--- src/rtl/alm_pkg.sv ---
package alm_pkg;
  // Bus geometry
  localparam int ALM_ADDR_W = 6;
  localparam int ALM_DATA_W = 32;
  // Register byte offsets
  localparam logic [5:0] OFS_MONITORING_STATUS = 6'h00;
  localparam logic [5:0] OFS_SOFT_LIMIT_POSITIVE = 6'h04;
  localparam logic [5:0] OFS_SOFT_LIMIT_NEGATIVE = 6'h08;
  localparam logic [5:0] OFS_SOFT_LIMIT_ENABLE = 6'h0c;
  localparam logic [5:0] OFS_INPUT_MONITOR_ENABLE = 6'h10;
  localparam logic [5:0] OFS_INPUT_MONITOR_POLARITY = 6'h14;
  localparam logic [5:0] OFS_CONTROL = 6'h18;
  localparam logic [5:0] OFS_POSITION = 6'h1c;
  localparam logic [5:0] OFS_EVENT_STATUS = 6'h20;
  localparam logic [5:0] OFS_EVENT_MASK = 6'h24;
  localparam logic [5:0] OFS_WORK_AREA = 6'h28;
  // Monitoring status bits
  localparam int ST_OVERRUN_BIT = 2;
  localparam int ST_SOFT_POS_BIT = 5;
  localparam int ST_SOFT_NEG_BIT = 6;
  localparam int ST_QUICK_STOP_BIT = 8;
  // Soft limit enable bits
  localparam int SOFT_POSITIVE_LIMIT_BIT = 5;
  localparam int SOFT_NEGATIVE_LIMIT_BIT = 6;
  // Monitored input bit positions
  localparam int IN_NUM = 4;
  localparam int IN_LIMIT_POS = 0;
  localparam int IN_LIMIT_NEG = 1;
  localparam int IN_STOP = 2;
  localparam int IN_HOME = 3;
  // Control register fields
  localparam int CTRL_MODE_LSB = 0;
  localparam int CTRL_IO_MODE_LSB = 4;
  localparam int CTRL_ACK_BIT = 16;
  // Operating modes and I/O mode
  localparam logic [2:0] MODE_POINT = 3'h0;
  localparam logic [2:0] MODE_SPEED = 3'h1;
  localparam logic [2:0] MODE_GEAR = 3'h2;
  localparam logic [2:0] MODE_REFERENCE = 3'h3;
  localparam logic [2:0] MODE_MANUAL = 3'h4;
  localparam logic [1:0] IO_MODE_SELECT_INPUT = 2'h2;
  // Event bits
  localparam int EV_W = 6;
  localparam int EV_OVERRUN = 0;
  localparam int EV_SOFT_POS = 1;
  localparam int EV_SOFT_NEG = 2;
  localparam int EV_QUICK_STOP = 3;
  localparam int EV_LIMIT_POS = 4;
  localparam int EV_LIMIT_NEG = 5;
  // Reset values and range ends
  localparam logic [31:0] RST_SOFT_LIMIT_POSITIVE = 32'h7fffffff;
  localparam logic [31:0] RST_SOFT_LIMIT_NEGATIVE = 32'h80000000;
  localparam logic [15:0] RST_SOFT_LIMIT_ENABLE = 16'h0000;
  localparam logic [15:0] RST_INPUT_MONITOR_ENABLE = 16'h0007;
  localparam logic [15:0] RST_INPUT_MONITOR_POLARITY = 16'h0000;
  localparam logic [31:0] POS_MAX = 32'h7fffffff;
  localparam logic [31:0] POS_MIN = 32'h80000000;
  typedef enum logic [1:0] {MOT_RUN, MOT_STOPPED, MOT_WAIT_CMD}
    alm_motion_type;
  typedef struct packed {
    logic ack;
    logic [31:0] readData;
    logic [31:0] position;
    logic [31:0] workArea;
    logic overrun;
    logic [31:0] softLimitPositive;
    logic [31:0] softLimitNegative;
    logic [15:0] softLimitEnable;
    logic [15:0] inputMonitorEnable;
    logic [15:0] inputMonitorPolarity;
    logic [2:0] mode;
    logic [1:0] ioMode;
    logic ackSeen;
    alm_motion_type motion;
    logic softPosHit;
    logic softNegHit;
    logic [IN_NUM-1:0] activePrev;
    logic [EV_W-1:0] eventStatus;
    logic [EV_W-1:0] eventMask;
    logic allowPositive;
    logic allowNegative;
    logic manualActive;
  } alm_state_type;
endpackage

--- src/rtl/alm_axis_limit_monitor.sv ---
// Design decisions made here: the register offsets and the Avalon-MM slave port.
`timescale 1ns/1ps
`default_nettype none
// Function
// (RULE1) Position is a signed 32-bit count of encoder increments.
// (RULE2) Passing either range end sets overrun flag; work area shifts 2^32.
// (RULE3) Overrun shows on monitoring status bit 2, 1 meaning active.
// (RULE4) Overrun stays set until a new referencing run or power cycle.
// (RULE5) Overrun allowed in every motion mode; targets use shifted area.
// (RULE6) Teach-in is refused while an overrun is recorded.
// (RULE7) Signed soft limits default to max and min; host keeps P above N.
// (RULE8) Soft limit enable bit 5 positive, bit 6 negative, both off at reset.
// (RULE9) Crossing an enabled soft limit sets status bit 5 or bit 6.
// (RULE10) Stop input forces quick stop; resume needs release, ack, command.
// (RULE11) Input enable bits: 0 pos, 1 neg limit, 2 stop, 3 home; reset 7.
// (RULE12) Polarity bits same layout; 0 reacts low, 1 reacts high; reset 0.
// (RULE13) Home switch optional for referencing; when enabled it acts as stop.
// (RULE14) Limit recovery only in manual; I/O mode 2 selects manual by input.
// (RULE15) Operator holds the opposite jog input until back inside travel.
// (RULE16) Active hardware limit blocks its direction; manual opposite allowed.
module alm_axis_limit_monitor
  import alm_pkg::*;
(
  // Clock and reset
  input wire logic clk,
  input wire logic rst,
  // Avalon-MM slave
  input wire logic [ALM_ADDR_W-1:0] avsAddress,
  input wire logic avsRead,
  input wire logic avsWrite,
  input wire logic [ALM_DATA_W-1:0] avsWriteData,
  input wire logic [3:0] avsByteEnable,
  output logic [ALM_DATA_W-1:0] avsReadData,
  output logic avsWaitRequest,
  // Switches and sensors
  input wire logic positiveLimitInput,
  input wire logic negativeLimitInput,
  input wire logic stopInput,
  input wire logic homeSwitchInput,
  // Manual operation
  input wire logic autoManualSelectInput,
  input wire logic jogPositiveInput,
  input wire logic jogNegativeInput,
  // Motion core
  input wire logic encoderStep,
  input wire logic encoderDown,
  input wire logic moveCommand,
  input wire logic referenceDone,
  // Status outputs
  output logic [31:0] position,
  output logic quickStop,
  output logic motionEnable,
  output logic allowPositive,
  output logic allowNegative,
  output logic manualActive,
  output logic teachInAllowed,
  output logic irq
);

  alm_state_type s;
  alm_state_type next_s;

  logic [IN_NUM-1:0] rawIn;
  logic [IN_NUM-1:0] active;

  assign rawIn[IN_LIMIT_POS] = positiveLimitInput;
  assign rawIn[IN_LIMIT_NEG] = negativeLimitInput;
  assign rawIn[IN_STOP] = stopInput;
  assign rawIn[IN_HOME] = homeSwitchInput;

  // Per input qualification by enable and level
  genvar gi;
  generate
    for (gi = 0; gi < IN_NUM; gi = gi + 1)
    begin : gQualify
      assign active[gi] = s.inputMonitorEnable[gi] &
        (rawIn[gi] == s.inputMonitorPolarity[gi]); // [RULE11] [RULE12]
    end
  endgenerate

  // Byte-lane merge for register writes
  function automatic logic [31:0] mergeBytes(
    input logic [31:0] old,
    input logic [31:0] data,
    input logic [3:0] be
  );
    logic [31:0] r;
    r = old;
    for (int b = 0; b < 4; b++)
    begin
      if (be[b])
      begin
        r[b*8 +: 8] = data[b*8 +: 8];
      end
    end
    return r;
  endfunction

  always_comb
  begin
    logic wrEn;
    logic wrapUp;
    logic wrapDown;
    logic stopReq;
    logic ackWrite;
    logic posBlocked;
    logic negBlocked;
    logic manual;
    logic softPos;
    logic softNeg;
    logic [31:0] rd;
    logic [31:0] wd;
    logic [31:0] ctrlOld;
    logic [EV_W-1:0] evSet;
    logic [EV_W-1:0] evClr;
    wrEn = 1'b0;
    wrapUp = 1'b0;
    wrapDown = 1'b0;
    stopReq = 1'b0;
    ackWrite = 1'b0;
    posBlocked = 1'b0;
    negBlocked = 1'b0;
    manual = 1'b0;
    softPos = 1'b0;
    softNeg = 1'b0;
    rd = 32'h00000000;
    wd = 32'h00000000;
    ctrlOld = 32'h00000000;
    evSet = '0;
    evClr = '0;
    next_s = s;

    // Two-cycle access: waitrequest drops in the cycle after the request
    next_s.ack = (avsRead | avsWrite) & ~s.ack;
    wrEn = avsWrite & s.ack;

    ctrlOld[CTRL_MODE_LSB +: 3] = s.mode;
    ctrlOld[CTRL_IO_MODE_LSB +: 2] = s.ioMode;

    // Read mux; unmapped offsets read zero
    case (avsAddress)
      OFS_MONITORING_STATUS:
      begin
        rd[ST_OVERRUN_BIT] = s.overrun; // [RULE3]
        rd[ST_SOFT_POS_BIT] = s.softPosHit; // [RULE9]
        rd[ST_SOFT_NEG_BIT] = s.softNegHit; // [RULE9]
        rd[ST_QUICK_STOP_BIT] = (s.motion == MOT_STOPPED);
      end
      OFS_SOFT_LIMIT_POSITIVE: rd = s.softLimitPositive;
      OFS_SOFT_LIMIT_NEGATIVE: rd = s.softLimitNegative;
      OFS_SOFT_LIMIT_ENABLE: rd = {16'h0000, s.softLimitEnable};
      OFS_INPUT_MONITOR_ENABLE: rd = {16'h0000, s.inputMonitorEnable};
      OFS_INPUT_MONITOR_POLARITY: rd = {16'h0000, s.inputMonitorPolarity};
      OFS_CONTROL: rd = ctrlOld;
      OFS_POSITION: rd = s.position;
      OFS_EVENT_STATUS: rd[EV_W-1:0] = s.eventStatus;
      OFS_EVENT_MASK: rd[EV_W-1:0] = s.eventMask;
      OFS_WORK_AREA: rd = s.workArea;
      default: rd = 32'h00000000;
    endcase
    if (avsRead && !s.ack)
    begin
      next_s.readData = rd;
    end

    // Register writes take effect on the edge that completes the access
    if (wrEn)
    begin
      case (avsAddress)
        OFS_SOFT_LIMIT_POSITIVE:
        begin
          next_s.softLimitPositive = mergeBytes(s.softLimitPositive,
            avsWriteData, avsByteEnable); // [RULE7]
        end
        OFS_SOFT_LIMIT_NEGATIVE:
        begin
          next_s.softLimitNegative = mergeBytes(s.softLimitNegative,
            avsWriteData, avsByteEnable); // [RULE7]
        end
        OFS_SOFT_LIMIT_ENABLE:
        begin
          wd = mergeBytes({16'h0000, s.softLimitEnable}, avsWriteData,
            avsByteEnable);
          next_s.softLimitEnable = wd[15:0]; // [RULE8]
        end
        OFS_INPUT_MONITOR_ENABLE:
        begin
          wd = mergeBytes({16'h0000, s.inputMonitorEnable}, avsWriteData,
            avsByteEnable);
          next_s.inputMonitorEnable = wd[15:0]; // [RULE11]
        end
        OFS_INPUT_MONITOR_POLARITY:
        begin
          wd = mergeBytes({16'h0000, s.inputMonitorPolarity}, avsWriteData,
            avsByteEnable);
          next_s.inputMonitorPolarity = wd[15:0]; // [RULE12]
        end
        OFS_CONTROL:
        begin
          wd = mergeBytes(ctrlOld, avsWriteData, avsByteEnable);
          next_s.mode = wd[CTRL_MODE_LSB +: 3];
          next_s.ioMode = wd[CTRL_IO_MODE_LSB +: 2];
          // Ack bit is a strobe, never stored
          ackWrite = avsByteEnable[CTRL_ACK_BIT/8] &
            avsWriteData[CTRL_ACK_BIT];
        end
        OFS_EVENT_STATUS:
        begin
          evClr = avsWriteData[EV_W-1:0] & {EV_W{avsByteEnable[0]}};
        end
        OFS_EVENT_MASK:
        begin
          if (avsByteEnable[0])
          begin
            next_s.eventMask = avsWriteData[EV_W-1:0];
          end
        end
        default:
        begin
          wd = 32'h00000000;
        end
      endcase
    end

    // Position tracking; wrap is the 2^32 work area shift
    if (encoderStep)
    begin
      if (!encoderDown)
      begin
        next_s.position = s.position + 32'h00000001; // [RULE1]
        wrapUp = (s.position == POS_MAX);
      end
      else
      begin
        next_s.position = s.position - 32'h00000001; // [RULE1]
        wrapDown = (s.position == POS_MIN);
      end
    end
    // Wrap applies in any mode, so point targets land in the new area
    if (wrapUp)
    begin
      next_s.workArea = s.workArea + 32'h00000001; // [RULE2] [RULE5]
    end
    else if (wrapDown)
    begin
      next_s.workArea = s.workArea - 32'h00000001; // [RULE2] [RULE5]
    end

    // Referencing redefines the origin and ends the overrun
    if (referenceDone)
    begin
      next_s.position = 32'h00000000;
      next_s.workArea = 32'h00000000;
      next_s.overrun = 1'b0; // [RULE4]
    end
    // Set after clear so a wrap in the same cycle is not lost
    if (wrapUp || wrapDown)
    begin
      next_s.overrun = 1'b1; // [RULE2] [RULE4]
    end

    // Soft limit comparison on the current position
    softPos = s.softLimitEnable[SOFT_POSITIVE_LIMIT_BIT] &
      ($signed(s.position) > $signed(s.softLimitPositive)); // [RULE8] [RULE9]
    softNeg = s.softLimitEnable[SOFT_NEGATIVE_LIMIT_BIT] &
      ($signed(s.position) < $signed(s.softLimitNegative)); // [RULE8] [RULE9]
    next_s.softPosHit = softPos; // [RULE9]
    next_s.softNegHit = softNeg; // [RULE9]

    // Home switch doubles as stop only when enabled
    stopReq = active[IN_STOP] | active[IN_HOME]; // [RULE10] [RULE13]
    next_s.activePrev = active;

    // Quick stop sequence
    case (s.motion)
      MOT_RUN:
      begin
        if (stopReq)
        begin
          next_s.motion = MOT_STOPPED; // [RULE10]
          next_s.ackSeen = 1'b0;
        end
      end
      MOT_STOPPED:
      begin
        if (ackWrite)
        begin
          next_s.ackSeen = 1'b1;
        end
        // Ack may come before or after release; both are needed
        if (!stopReq && (s.ackSeen || ackWrite))
        begin
          next_s.motion = MOT_WAIT_CMD; // [RULE10]
        end
      end
      MOT_WAIT_CMD:
      begin
        if (stopReq)
        begin
          next_s.motion = MOT_STOPPED;
          next_s.ackSeen = 1'b0;
        end
        else if (moveCommand)
        begin
          next_s.motion = MOT_RUN; // [RULE10]
        end
      end
      default:
      begin
        next_s.motion = MOT_STOPPED;
        next_s.ackSeen = 1'b0;
      end
    endcase

    // Manual selection: by input under I/O mode 2, else by mode field
    if (s.ioMode == IO_MODE_SELECT_INPUT)
    begin
      manual = autoManualSelectInput; // [RULE14]
    end
    else
    begin
      manual = (s.mode == MODE_MANUAL); // [RULE14]
    end
    next_s.manualActive = manual;

    // Direction gating against limits
    posBlocked = active[IN_LIMIT_POS] | softPos; // [RULE16]
    negBlocked = active[IN_LIMIT_NEG] | softNeg; // [RULE16]
    // Leaving a tripped limit needs manual mode and the opposite jog
    next_s.allowPositive = (next_s.motion == MOT_RUN) & ~posBlocked &
      (~negBlocked | (manual & jogPositiveInput)); // [RULE14] [RULE15]
    next_s.allowNegative = (next_s.motion == MOT_RUN) & ~negBlocked &
      (~posBlocked | (manual & jogNegativeInput)); // [RULE14] [RULE15]

    // Sticky events; set wins over a simultaneous clear
    evSet[EV_OVERRUN] = wrapUp | wrapDown;
    evSet[EV_SOFT_POS] = softPos & ~s.softPosHit;
    evSet[EV_SOFT_NEG] = softNeg & ~s.softNegHit;
    evSet[EV_QUICK_STOP] = (s.motion != MOT_STOPPED) &
      (next_s.motion == MOT_STOPPED);
    evSet[EV_LIMIT_POS] = active[IN_LIMIT_POS] & ~s.activePrev[IN_LIMIT_POS];
    evSet[EV_LIMIT_NEG] = active[IN_LIMIT_NEG] & ~s.activePrev[IN_LIMIT_NEG];
    next_s.eventStatus = (s.eventStatus & ~evClr) | evSet;
  end

  always_ff @(posedge clk or posedge rst)
  begin
    if (rst)
    begin
      s.ack <= 1'b0;
      s.readData <= 32'h00000000;
      s.position <= 32'h00000000;
      s.workArea <= 32'h00000000;
      s.overrun <= 1'b0;
      s.softLimitPositive <= RST_SOFT_LIMIT_POSITIVE; // [RULE7]
      s.softLimitNegative <= RST_SOFT_LIMIT_NEGATIVE; // [RULE7]
      s.softLimitEnable <= RST_SOFT_LIMIT_ENABLE; // [RULE8]
      s.inputMonitorEnable <= RST_INPUT_MONITOR_ENABLE; // [RULE11]
      s.inputMonitorPolarity <= RST_INPUT_MONITOR_POLARITY; // [RULE12]
      s.mode <= MODE_POINT;
      s.ioMode <= 2'h0;
      s.ackSeen <= 1'b0;
      s.motion <= MOT_WAIT_CMD;
      s.softPosHit <= 1'b0;
      s.softNegHit <= 1'b0;
      s.activePrev <= '0;
      s.eventStatus <= '0;
      s.eventMask <= '0;
      s.allowPositive <= 1'b0;
      s.allowNegative <= 1'b0;
      s.manualActive <= 1'b0;
    end
    else
    begin
      s <= next_s;
    end
  end

  // Outputs
  assign avsWaitRequest = (avsRead | avsWrite) & ~s.ack;
  assign avsReadData = s.readData;
  assign position = s.position;
  assign quickStop = (s.motion == MOT_STOPPED); // [RULE10]
  assign motionEnable = (s.motion == MOT_RUN);
  assign allowPositive = s.allowPositive;
  assign allowNegative = s.allowNegative;
  assign manualActive = s.manualActive;
  // Stored teach positions mean nothing after a shift
  assign teachInAllowed = ~s.overrun; // [RULE6]
  assign irq = |(s.eventStatus & s.eventMask);

endmodule
`default_nettype wire

--- config.mk ---
export PLATFORM = sky130hd
export DESIGN_NAME = alm_axis_limit_monitor
export DESIGN_NICKNAME = d
export VERILOG_FILES = /design/src/rtl/alm_pkg.sv /design/src/rtl/alm_axis_limit_monitor.sv
export SDC_FILE = /design/constraint.sdc
export NUM_CORES = 1
export LEC_CHECK = 0
export BUFFER_PORTS_ARGS = -buffer_cell sky130_fd_sc_hd__buf_2
export CAP_MARGIN = 20
export CELL_PAD_IN_SITES_DETAIL_PLACEMENT = 1
export CELL_PAD_IN_SITES_GLOBAL_PLACEMENT = 2
export CORE_ASPECT_RATIO = 0.7
export CORE_UTILIZATION = 25
export CTS_CLUSTER_SIZE = 30
export DETAILED_ROUTE_END_ITERATION = 6
export GPL_TIMING_DRIVEN = 0
export PLACE_DENSITY = 0.56
export REMOVE_ABC_BUFFERS = 1
export SETUP_SLACK_MARGIN = 0.1
export SLEW_MARGIN = 25
export SYNTH_ARGS = -nofsm -noshare
export SYNTH_HDL_FRONTEND = slang
export SYNTH_SLANG_ARGS = --single-unit
--- constraint.sdc ---
create_clock -name clk -period 10.3 [get_ports clk]
set_input_delay 1.03 -clock clk [delete_from_list [all_inputs] [get_ports clk]]
set_output_delay 1.03 -clock clk [all_outputs]
set_load 0.05 [all_outputs]
---- After elaboration in Yosys (flattened, before gate mapping) ----
Cells that the tools add are included.
cells by class
  bitwise logic cells ..................... 40
  multiplexer cells ....................... 30
  reductions and logical operators ........ 30
  equal/unequal tests ..................... 25
  add/subtract/negate cells ............... 4
  $lt $le $gt $ge ......................... 2
operators with widths
  operator               number
  $pmux 23 s7            1
  $mux 32                4
  $mux 65                1
  $add 32x1->32 const B  2
  $sub 32x1->32 const B  2
  $reduce_and 3->1       17
  $pmux 2 s10            2
  $eq 32x31->1 const B   1
  $eq 32x32->1 const B   1
  $gt 32x32->1           1
  $lt 32x32->1           1
  $eq 6x5->1 const B     4
  $pmux 1 s11            2
  $and 1x1->1            20
  $and 6x6->6            3
  $eq 6x6->1 const B     3
  $pmux 1 s8             2
  $eq 6x4->1 const B     2
  $mux 6                 2
  $mux 1                 10
  $pmux 3 s3             1
  $not 1->1              8
  $or 1x1->1             7
  $pmux 1 s7             1
  19 further kinds       33
word-level totals
  register bits after elaboration ......... 237

---- Depth between registers and ports, before layout ----
Gate-level depths: netlist of the first run.
  depth in word-level cells ............... 10
  depth in mapped cells ................... 15
  depth with buffers taken out ............ 14

---- Worst setup path before layout of the first run ----
OpenSTA, ideal clock, no wires.
  path kind ............................... input-to-reg
  start ................................... input port encoderStep
  end ..................................... register s[170] (netlist bit)
  cell stages on the path ................. 14
  data required time ...................... 10,174 ps
  slack ................................... 4,996 ps
  arrival ................................. 5,178 ps
  cells stage by stage .................... clkbuf_1 -> nand4_1 -> nor4_1 -> nand3_1 -> fa_1 -> a21o_1 -> a21oi_1 -> o21ai_1 -> a211oi_1 -> o21ba_2 -> o211ai_1 -> o211ai_1 -> nor4_1 -> a311o_1
on the way
  word-level cells in the longest chain between the ends .. 3
ends and longest elaborated chain
  element                 line                           source
  start: declaration      alm_axis_limit_monitor.sv:45   input wire logic encoderStep,
  $mux 1                  alm_axis_limit_monitor.sv:226  if (encoderStep)
  $mux 32                 alm_axis_limit_monitor.sv:240  if (wrapUp)
  $mux 65                 alm_axis_limit_monitor.sv:250  if (referenceDone)
  end signal: assignment  alm_axis_limit_monitor.sv:375  s <= next_s;
  end: declaration        alm_axis_limit_monitor.sv:60   alm_state_type s;
Parallel ways exist; a longest one is shown, timed or not. The select of a mux whose other input is x is not followed.
A chain may end at the register's enable or synchronous reset.

---- Final worst setup path of the first run ----
  start ................................... input port encoderStep
  end ..................................... register s[162] (netlist bit)
The elaborated chain is that of the path after synthesis.

==> results.sh, run 1 <==
export IMPL_power_density_nw_per_um2=160
export IMPL_setup_repair_after_global_routing_missed_its_margin="no"
export IMPL_synth_enable_flop_cells=0
export IMPL_slew_viol_final=0
export IMPL_finalWirelength_microns=57200
export IMPL_muxShareOfSynthArea=0.0830
export IMPL_most_used_flip_flop_cell_after_synthesis="sky130_fd_sc_hd__dfrtp_1"
export IMPL_setup_viol_count_final=0
export IMPL_congestion_overflow_gr=0
export IMPL_timing_critical_path_arrival_ps=6470
export IMPL_clockBufferDepth=3
export IMPL_synth_top_family_by_area="compound AO/OA/AOI/OAI gates"
export IMPL_placement_setup_worst_slack_ps=3820
export IMPL_post_synth_top_area_cell="sky130_fd_sc_hd__dfrtp_1"
export IMPL_critical_path_cell_chain="buf_4 -> nand4_1 -> nor4_1 -> nand3_4 -> fa_1 -> a21o_1 -> a21oi_1 -> o21ai_1 -> a2111oi_0 -> nor2_1 -> o41ai_1 -> xnor2_1 -> nand2_1 -> a21oi_1"
export IMPL_number_of_register_bits_inferred_by_synthesis=237
export IMPL_r2r_start="position[0]"
export IMPL_routed_via_density=5.11
export IMPL_horiz_die_dim_microns=299
export IMPL_drc_errors=0
export IMPL_layout_setup_ws_ps=4320
export IMPL_synth_top_cells_by_area="sky130_fd_sc_hd__dfrtp_1, sky130_fd_sc_hd__ha_1, sky130_fd_sc_hd__mux2_2"
export IMPL_number_of_global_route_vias_before_repair=13300
export IMPL_p_total_mw=2.83
export IMPL_clock_tree_htree_level_count=1
export IMPL_synth_simple_gate_area_share=0.127
export IMPL_hold_path_class="input pin to async pin"
export IMPL_multi_input_comb_area_sq_um=8500
export IMPL_grt_antenna_before_repair=4
export IMPL_syn_mean_instance_area_sq_um=9.60
export IMPL_cts_root_buf="sky130_fd_sc_hd__clkbuf_16"
export IMPL_layout_area_seq_sq_um=5980
export IMPL_synth_top_area_frac=0.326
export IMPL_fin_setup_tns_ps=0
export IMPL_synth_warnings=0
export IMPL_worst_setup_path_type="input pin to flop"
export IMPL_maxCapViolCount=0
export IMPL_worst_ir_drop_vdd_mv=0.126
export IMPL_floorplan_core_area_sq_um=60400
export IMPL_grt_max_degree=83
export IMPL_final_fill_count=6923
export IMPL_worstSetupStartpointType="input pin"
export IMPL_detailedRoute_firstIterationViolations=659
export IMPL_ff_to_ff_setup_slack_ps=4720
export IMPL_rows=75
export IMPL_setup_worst_path_start="encoderStep"
export IMPL_grt_total_usage=0.183
export IMPL_timing_critical_path_slowest_cell_delay_ps=770
export IMPL_synth_compound_gate_area_share=0.196
export IMPL_numCtsBuffers=29
export IMPL_clock_sink_total=237
export IMPL_synth_adder_area_share=0.109
export IMPL_die_h_microns=210
export IMPL_finalCritPeriodShare=0.580
export IMPL_least_margin_pin_slew_ps=1080
export IMPL_fin_worst_hold_slack_ps=421
export IMPL_crit_path_max_fanout=43
export IMPL_ant_nets=0
export IMPL_first_pass_grt_wire_length_microns=87700
export IMPL_fraction_of_the_yosys_area_taken_by_sequential_cells=0.388
export IMPL_cpMaxStageDelayCell="sky130_fd_sc_hd__o41ai_1"
export IMPL_cts_clk_slew_worst_paths_ps=60
export IMPL_stdcell_count=2487
export IMPL_run_status="finished, final reports clean"
export IMPL_hpwlAfterDp_microns=42700
export IMPL_timing_critical_path_to_type="flop"
export IMPL_number_of_primary_i_o_pins=129
export IMPL_cts_tree="yes"
export IMPL_async_flop_share=1.00
export IMPL_cpMostUsedCell="sky130_fd_sc_hd__a21oi_1"
export IMPL_finalClockSkew_ps=15.5
export IMPL_max_freq_mhz=167
export IMPL_power_share_switching=0.350
export IMPL_p_leak_nw=8.47
export IMPL_vias=12700
export IMPL_final_period_minus_worst_setup_slack_ps=5980
export IMPL_clock_power_share=0.370
export IMPL_syn_cell_area_sq_um=15400
export IMPL_drive_above_1_share=0.202
export IMPL_crit_required_ps=10800
export IMPL_sw_power_mw=0.992
export IMPL_cts_repair_resize_count=0
export IMPL_power_share_sequential=0.393
export IMPL_worst_setup_path_endpoint="s[162]"
export IMPL_worstRegToRegCells=13
export IMPL_num_nets_final=1844
export IMPL_initial_utilization=0.255
export IMPL_synth_xor_area_frac=0.0312
export IMPL_clock_latency_ps=580
export IMPL_cts_setup_buffers=0
export IMPL_timing_hold_violations_final=0
export IMPL_syn2layout_area_growth_pct=15.0
export IMPL_dr_pass1_iters=5
export IMPL_cellInternalPower_mw=1.84
export IMPL_placedCellCount=2431
export IMPL_postSynthCellCount=1607
export IMPL_post_drt_wl_per_cell_microns=23.0
export IMPL_r2r_end="s[162]"
export IMPL_synthDistinctLibCells=72
export IMPL_power_share_combinational=0.238
export IMPL_max_slew_margin=0.278
export IMPL_gpl_final_weighted_congestion=0.784
export IMPL_die_area_sq_um=62700
export IMPL_io_buffer_count=128
export IMPL_holdBufCountCts=0
-- routing by layer --
layer	GRT usage	vias up	part of all wire	wire [microns]
met2	0.263	225	0.41	23300
met5	0	-	0.00023	13
met3	0.0300	51	0.044	2530
li1	-	5971	-	-
met1	0.285	6453	0.53	30500
met4	0.0318	2	0.015	846
-- kinds of logic after synthesis --
family / after synthesis
adders and majority gates: 133
buffers and inverters: 207
xor gates and xnor gates: 55
DFF: 237
and+or+nand+nor: 415
AOI/OAI and AO/OA: 444
muxes: 116
-- critical path, delay by kind of cell --
| family | cells | cell delay (ps) |
|---|---|---|
| AOI/OAI and AO/OA | 6 | 2370 |
| and+or+nand+nor | 5 | 1650 |
| adders and majority gates | 1 | 670 |
| buffers and inverters | 1 | 480 |
| xor gates and xnor gates | 1 | 190 |
-- power by group through the flow --
stage / clock network (mW) / registers, mW / logic [mW]
after floorplan: 0 / 1.16 / 0.388
after global placement: 0 / 1.13 / 0.657
after detailed placement: 0 / 1.13 / 0.677
after CTS: 1.08 / 1.12 / 0.681
after global routing: 1.11 / 1.12 / 0.747
final: 1.05 / 1.11 / 0.673
-- synth_stat cells, drive strengths merged, types with 5 or more instances --
cell type and instances:
xor2 20, a211oi 15, nor2 84, nor3 23, a22oi 31, ha 131
nand2b 13, inv 81, nor4 10, nand3 28, nand3b 5, a21oi 86
o22ai 7, mux2i 24, o21a 5, mux2 92, nand4 40, buf 70
or3 5, nand2 161, xnor2 35, dfstp 36, o21ai 100, a221oi 30
a222oi 8, clkbuf 56, o31ai 5, dfrtp 201, a21o 63, or4 5
and2 8, and3 9, nor2b 12, a22o 32, a31oi 21, o211ai 9
-- how the worst min path moves through the flow --
| stage | endpoint | slack, ps | depth (start not counted) |
|---|---|---|---|
| floorplan | s[13] | 410 | 1 |
| global placement | s[14] | 410 | 1 |
| detailed placement | s[13] | 430 | 1 |
| CTS | s[28] | 410 | 2 |
| global route | s[28] | 420 | 2 |
| finish | s[28] | 420 | 2 |
-- final cells by class --
type,instances,area share
antenna,2,0.000282
inverter,81,0.0176
multi-input combinational,1163,0.479
tap,808,0.0570
timing repair buffer,142,0.0557
clock inverter,9,0.00593
clock buffer,45,0.0471
sequential,237,0.337
-- state kept, by name, indices dropped and copies added (netlist names) --
signal	count
s	170
avsReadData	32
position	32
allowNegative	1
allowPositive	1
manualActive	1
-- cells in the final DEF (no fill, tap or decap), drive strengths merged, types with 8 or more instances in the layout --
| master | count |
|---|---|
| a211oi | 15 |
| a21o | 63 |
| a21oi | 86 |
| a221oi | 30 |
| a222oi | 8 |
| a22o | 32 |
| a22oi | 31 |
| a31oi | 21 |
| and2 | 8 |
| and3 | 9 |
| buf | 142 |
| clkbuf | 45 |
| dfrtp | 201 |
| dfstp | 36 |
| ha | 131 |
| inv | 83 |
| mux2 | 92 |
| mux2i | 24 |
| nand2 | 161 |
| nand2b | 13 |
| nand3 | 28 |
| nand4 | 40 |
| nor2 | 84 |
| nor2b | 12 |
| nor3 | 23 |
| nor4 | 10 |
| o211ai | 9 |
| o21ai | 100 |
| xnor2 | 35 |
| xor2 | 20 |
-- through the flow --
| step | utilization | cell area, sq um |
|---|---|---|
| after floorplan | - | 14700 |
| after global placement | 0.271 | 16400 |
| after detailed placement | 0.278 | 16800 |
| after CTS | 0.293 | 17700 |
| after global routing | 0.293 | 17700 |
| final | 0.293 | 17700 |
Power figures use the tool's default switching activity.
==> run 2: changes to the inputs <==
Clock period 10.3 ns to 6 ns, I/O delays scaled along.
==> results.sh, run 2 (synthesized netlist as in run 1, its figures left out) <==
export IMPL_run_status="finished, final reports clean"
export IMPL_r2r_start="position[1]"
export IMPL_timing_critical_path_slowest_cell_delay_ps=670
export IMPL_setup_repair_after_global_routing_missed_its_margin="no"
export IMPL_maxCapViolCount=0
export IMPL_stdcell_count=2488
export IMPL_initial_utilization=0.255
export IMPL_cts_clk_slew_worst_paths_ps=70
export IMPL_final_cell_area_sq_um=17800
export IMPL_critical_path_buf_inv_count=0
export IMPL_timing_critical_path_to_type="flop"
export IMPL_setup_viol_count_final=0
export IMPL_critical_path_cell_chain="nand4_1 -> nor4_1 -> nand3_4 -> fa_1 -> a21o_1 -> a21oi_1 -> o21ai_1 -> a2111oi_0 -> nor2_1 -> o41ai_2 -> xnor2_1 -> nand2_1 -> a21oi_1"
export IMPL_setup_worst_path_start="position[1]"
export IMPL_timing_hold_violations_final=0
export IMPL_rows=75
export IMPL_cp_top_family="compound AO/OA/AOI/OAI gates"
export IMPL_syn2layout_area_growth_pct=15.1
export IMPL_worstSetupStartpointType="flop"
export IMPL_numCtsBuffers=29
export IMPL_io_buffer_count=128
export IMPL_clockBufferDepth=3
export IMPL_grt_total_usage=0.183
export IMPL_finalCritPeriodShare=0.875
export IMPL_mostFrequentLayoutCell="sky130_fd_sc_hd__dfrtp_1"
export IMPL_largest_reg_flops=170
export IMPL_hp_start="avsWriteData[22]"
export IMPL_ant_nets=0
export IMPL_finalClockSkew_ps=14.9
export IMPL_final_core_utilization=0.294
export IMPL_timing_critical_path_arrival_ps=5750
export IMPL_placedCellCount=2431
export IMPL_gpl_final_weighted_congestion=0.784
export IMPL_num_nets_final=1845
export IMPL_crit_required_ps=6500
export IMPL_cts_root_buf="sky130_fd_sc_hd__clkbuf_16"
export IMPL_worst_setup_path_type="flop to flop"
export IMPL_cpMostUsedCell="sky130_fd_sc_hd__a21oi_1"
export IMPL_clock_tree_htree_level_count=1
export IMPL_post_drt_wl_per_cell_microns=23.0
export IMPL_drive_above_1_share=0.202
export IMPL_layout_cells_most_common_list="sky130_fd_sc_hd__dfrtp_1, sky130_fd_sc_hd__nand2_1, sky130_fd_sc_hd__ha_1"
export IMPL_crit_path_max_fanout=43
export IMPL_floorplan_core_area_sq_um=60400
export IMPL_worst_ir_drop_vdd_mv=0.217
export IMPL_cpMaxStageDelayCell="sky130_fd_sc_hd__fa_1"
export IMPL_clock_latency_ps=580
export IMPL_max_freq_mhz=190
export IMPL_congestion_overflow_gr=0
export IMPL_number_of_global_route_vias_before_repair=13300
export IMPL_cts_tree="yes"
export IMPL_routed_via_density=5.10
export IMPL_least_margin_pin_slew_ps=1060
export IMPL_die_area_sq_um=62700
export IMPL_die_h_microns=210
export IMPL_drc_errors=0
export IMPL_grt_antenna_before_repair=4
export IMPL_dr_pass1_iters=5
export IMPL_vias=12700
export IMPL_fin_worst_hold_slack_ps=258
export IMPL_first_pass_grt_wire_length_microns=87700
export IMPL_top_reg_by_flops="s"
export IMPL_fin_setup_tns_ps=0
export IMPL_grt_max_degree=83
export IMPL_hpwlAfterDp_microns=42700
export IMPL_detailedRoute_firstIterationViolations=726
export IMPL_final_period_minus_worst_setup_slack_ps=5250
export IMPL_clock_sink_total=237
export IMPL_horiz_die_dim_microns=299
export IMPL_p_leak_nw=8.47
export IMPL_max_slew_margin=0.285
export IMPL_hold_path_class="input pin to flop"
export IMPL_number_of_primary_i_o_pins=129
export IMPL_power_density_nw_per_um2=274
export IMPL_slew_viol_final=0
export IMPL_placedInstanceArea_sq_um=16800
export IMPL_finalWirelength_microns=57200
## run 2: final timing paths
kind | endpoint | slack (ps) | cells past startpoint
setup / recovery | s[162] | 750 | 13
hold / removal | s[99] | 260 | 3
setup reg to reg | s[162] | 750 | 13
hold reg to reg | s[13] | 430 | 1
max in group asynchronous | s[129] | 4320 | 5
min in group asynchronous | s[28] | 540 | 3
## run 2: tightest hold or removal path, cell delays in order
cell,delay [ps]
sky130_fd_sc_hd__buf_2,90
sky130_fd_sc_hd__nand2_1,40
sky130_fd_sc_hd__o21ai_0,60
## run 2: cell type report
cell class / instances / area [sq um]
multi-input cells: 1163 / 8510
clock inverters: 9 / 105
diodes: 2 / 5.00
clock buffers: 45 / 836
well taps: 808 / 1010
inverters: 81 / 312
fillers: 6920 / 42700
flip-flops and latches: 237 / 5980
repair buffers: 143 / 997
## run 2: what timing repair did
item / in CTS / in global routing
setup buffers: 0 / 0
endpoints found under the setup margin: 0 / 2
hold buffers: 1 / 0
hold endpoints to repair: 27 / 0
gates resized for setup: 0 / 1
## run 2: layer usage
layer,track usage,wire (microns)
met2,0.263,23300
met4,0.0318,846
met3,0.0300,2450
met1,0.285,30600
met5,0,13
## run 2: report_power, final
part | internal [mW] | switching [mW]
combinational | 0.413 | 0.744
clock | 1.04 | 0.759
sequential | 1.71 | 0.200
## run 2: stage by stage
step	power, mW	setup slack (ps)
2_1_floorplan	2.65	-1040
3_3_place_gp	3.07	-5030
3_5_place_dp	3.11	-48.2
4_1_cts	4.94	437
5_1_grt	5.12	283
6_report	4.87	750
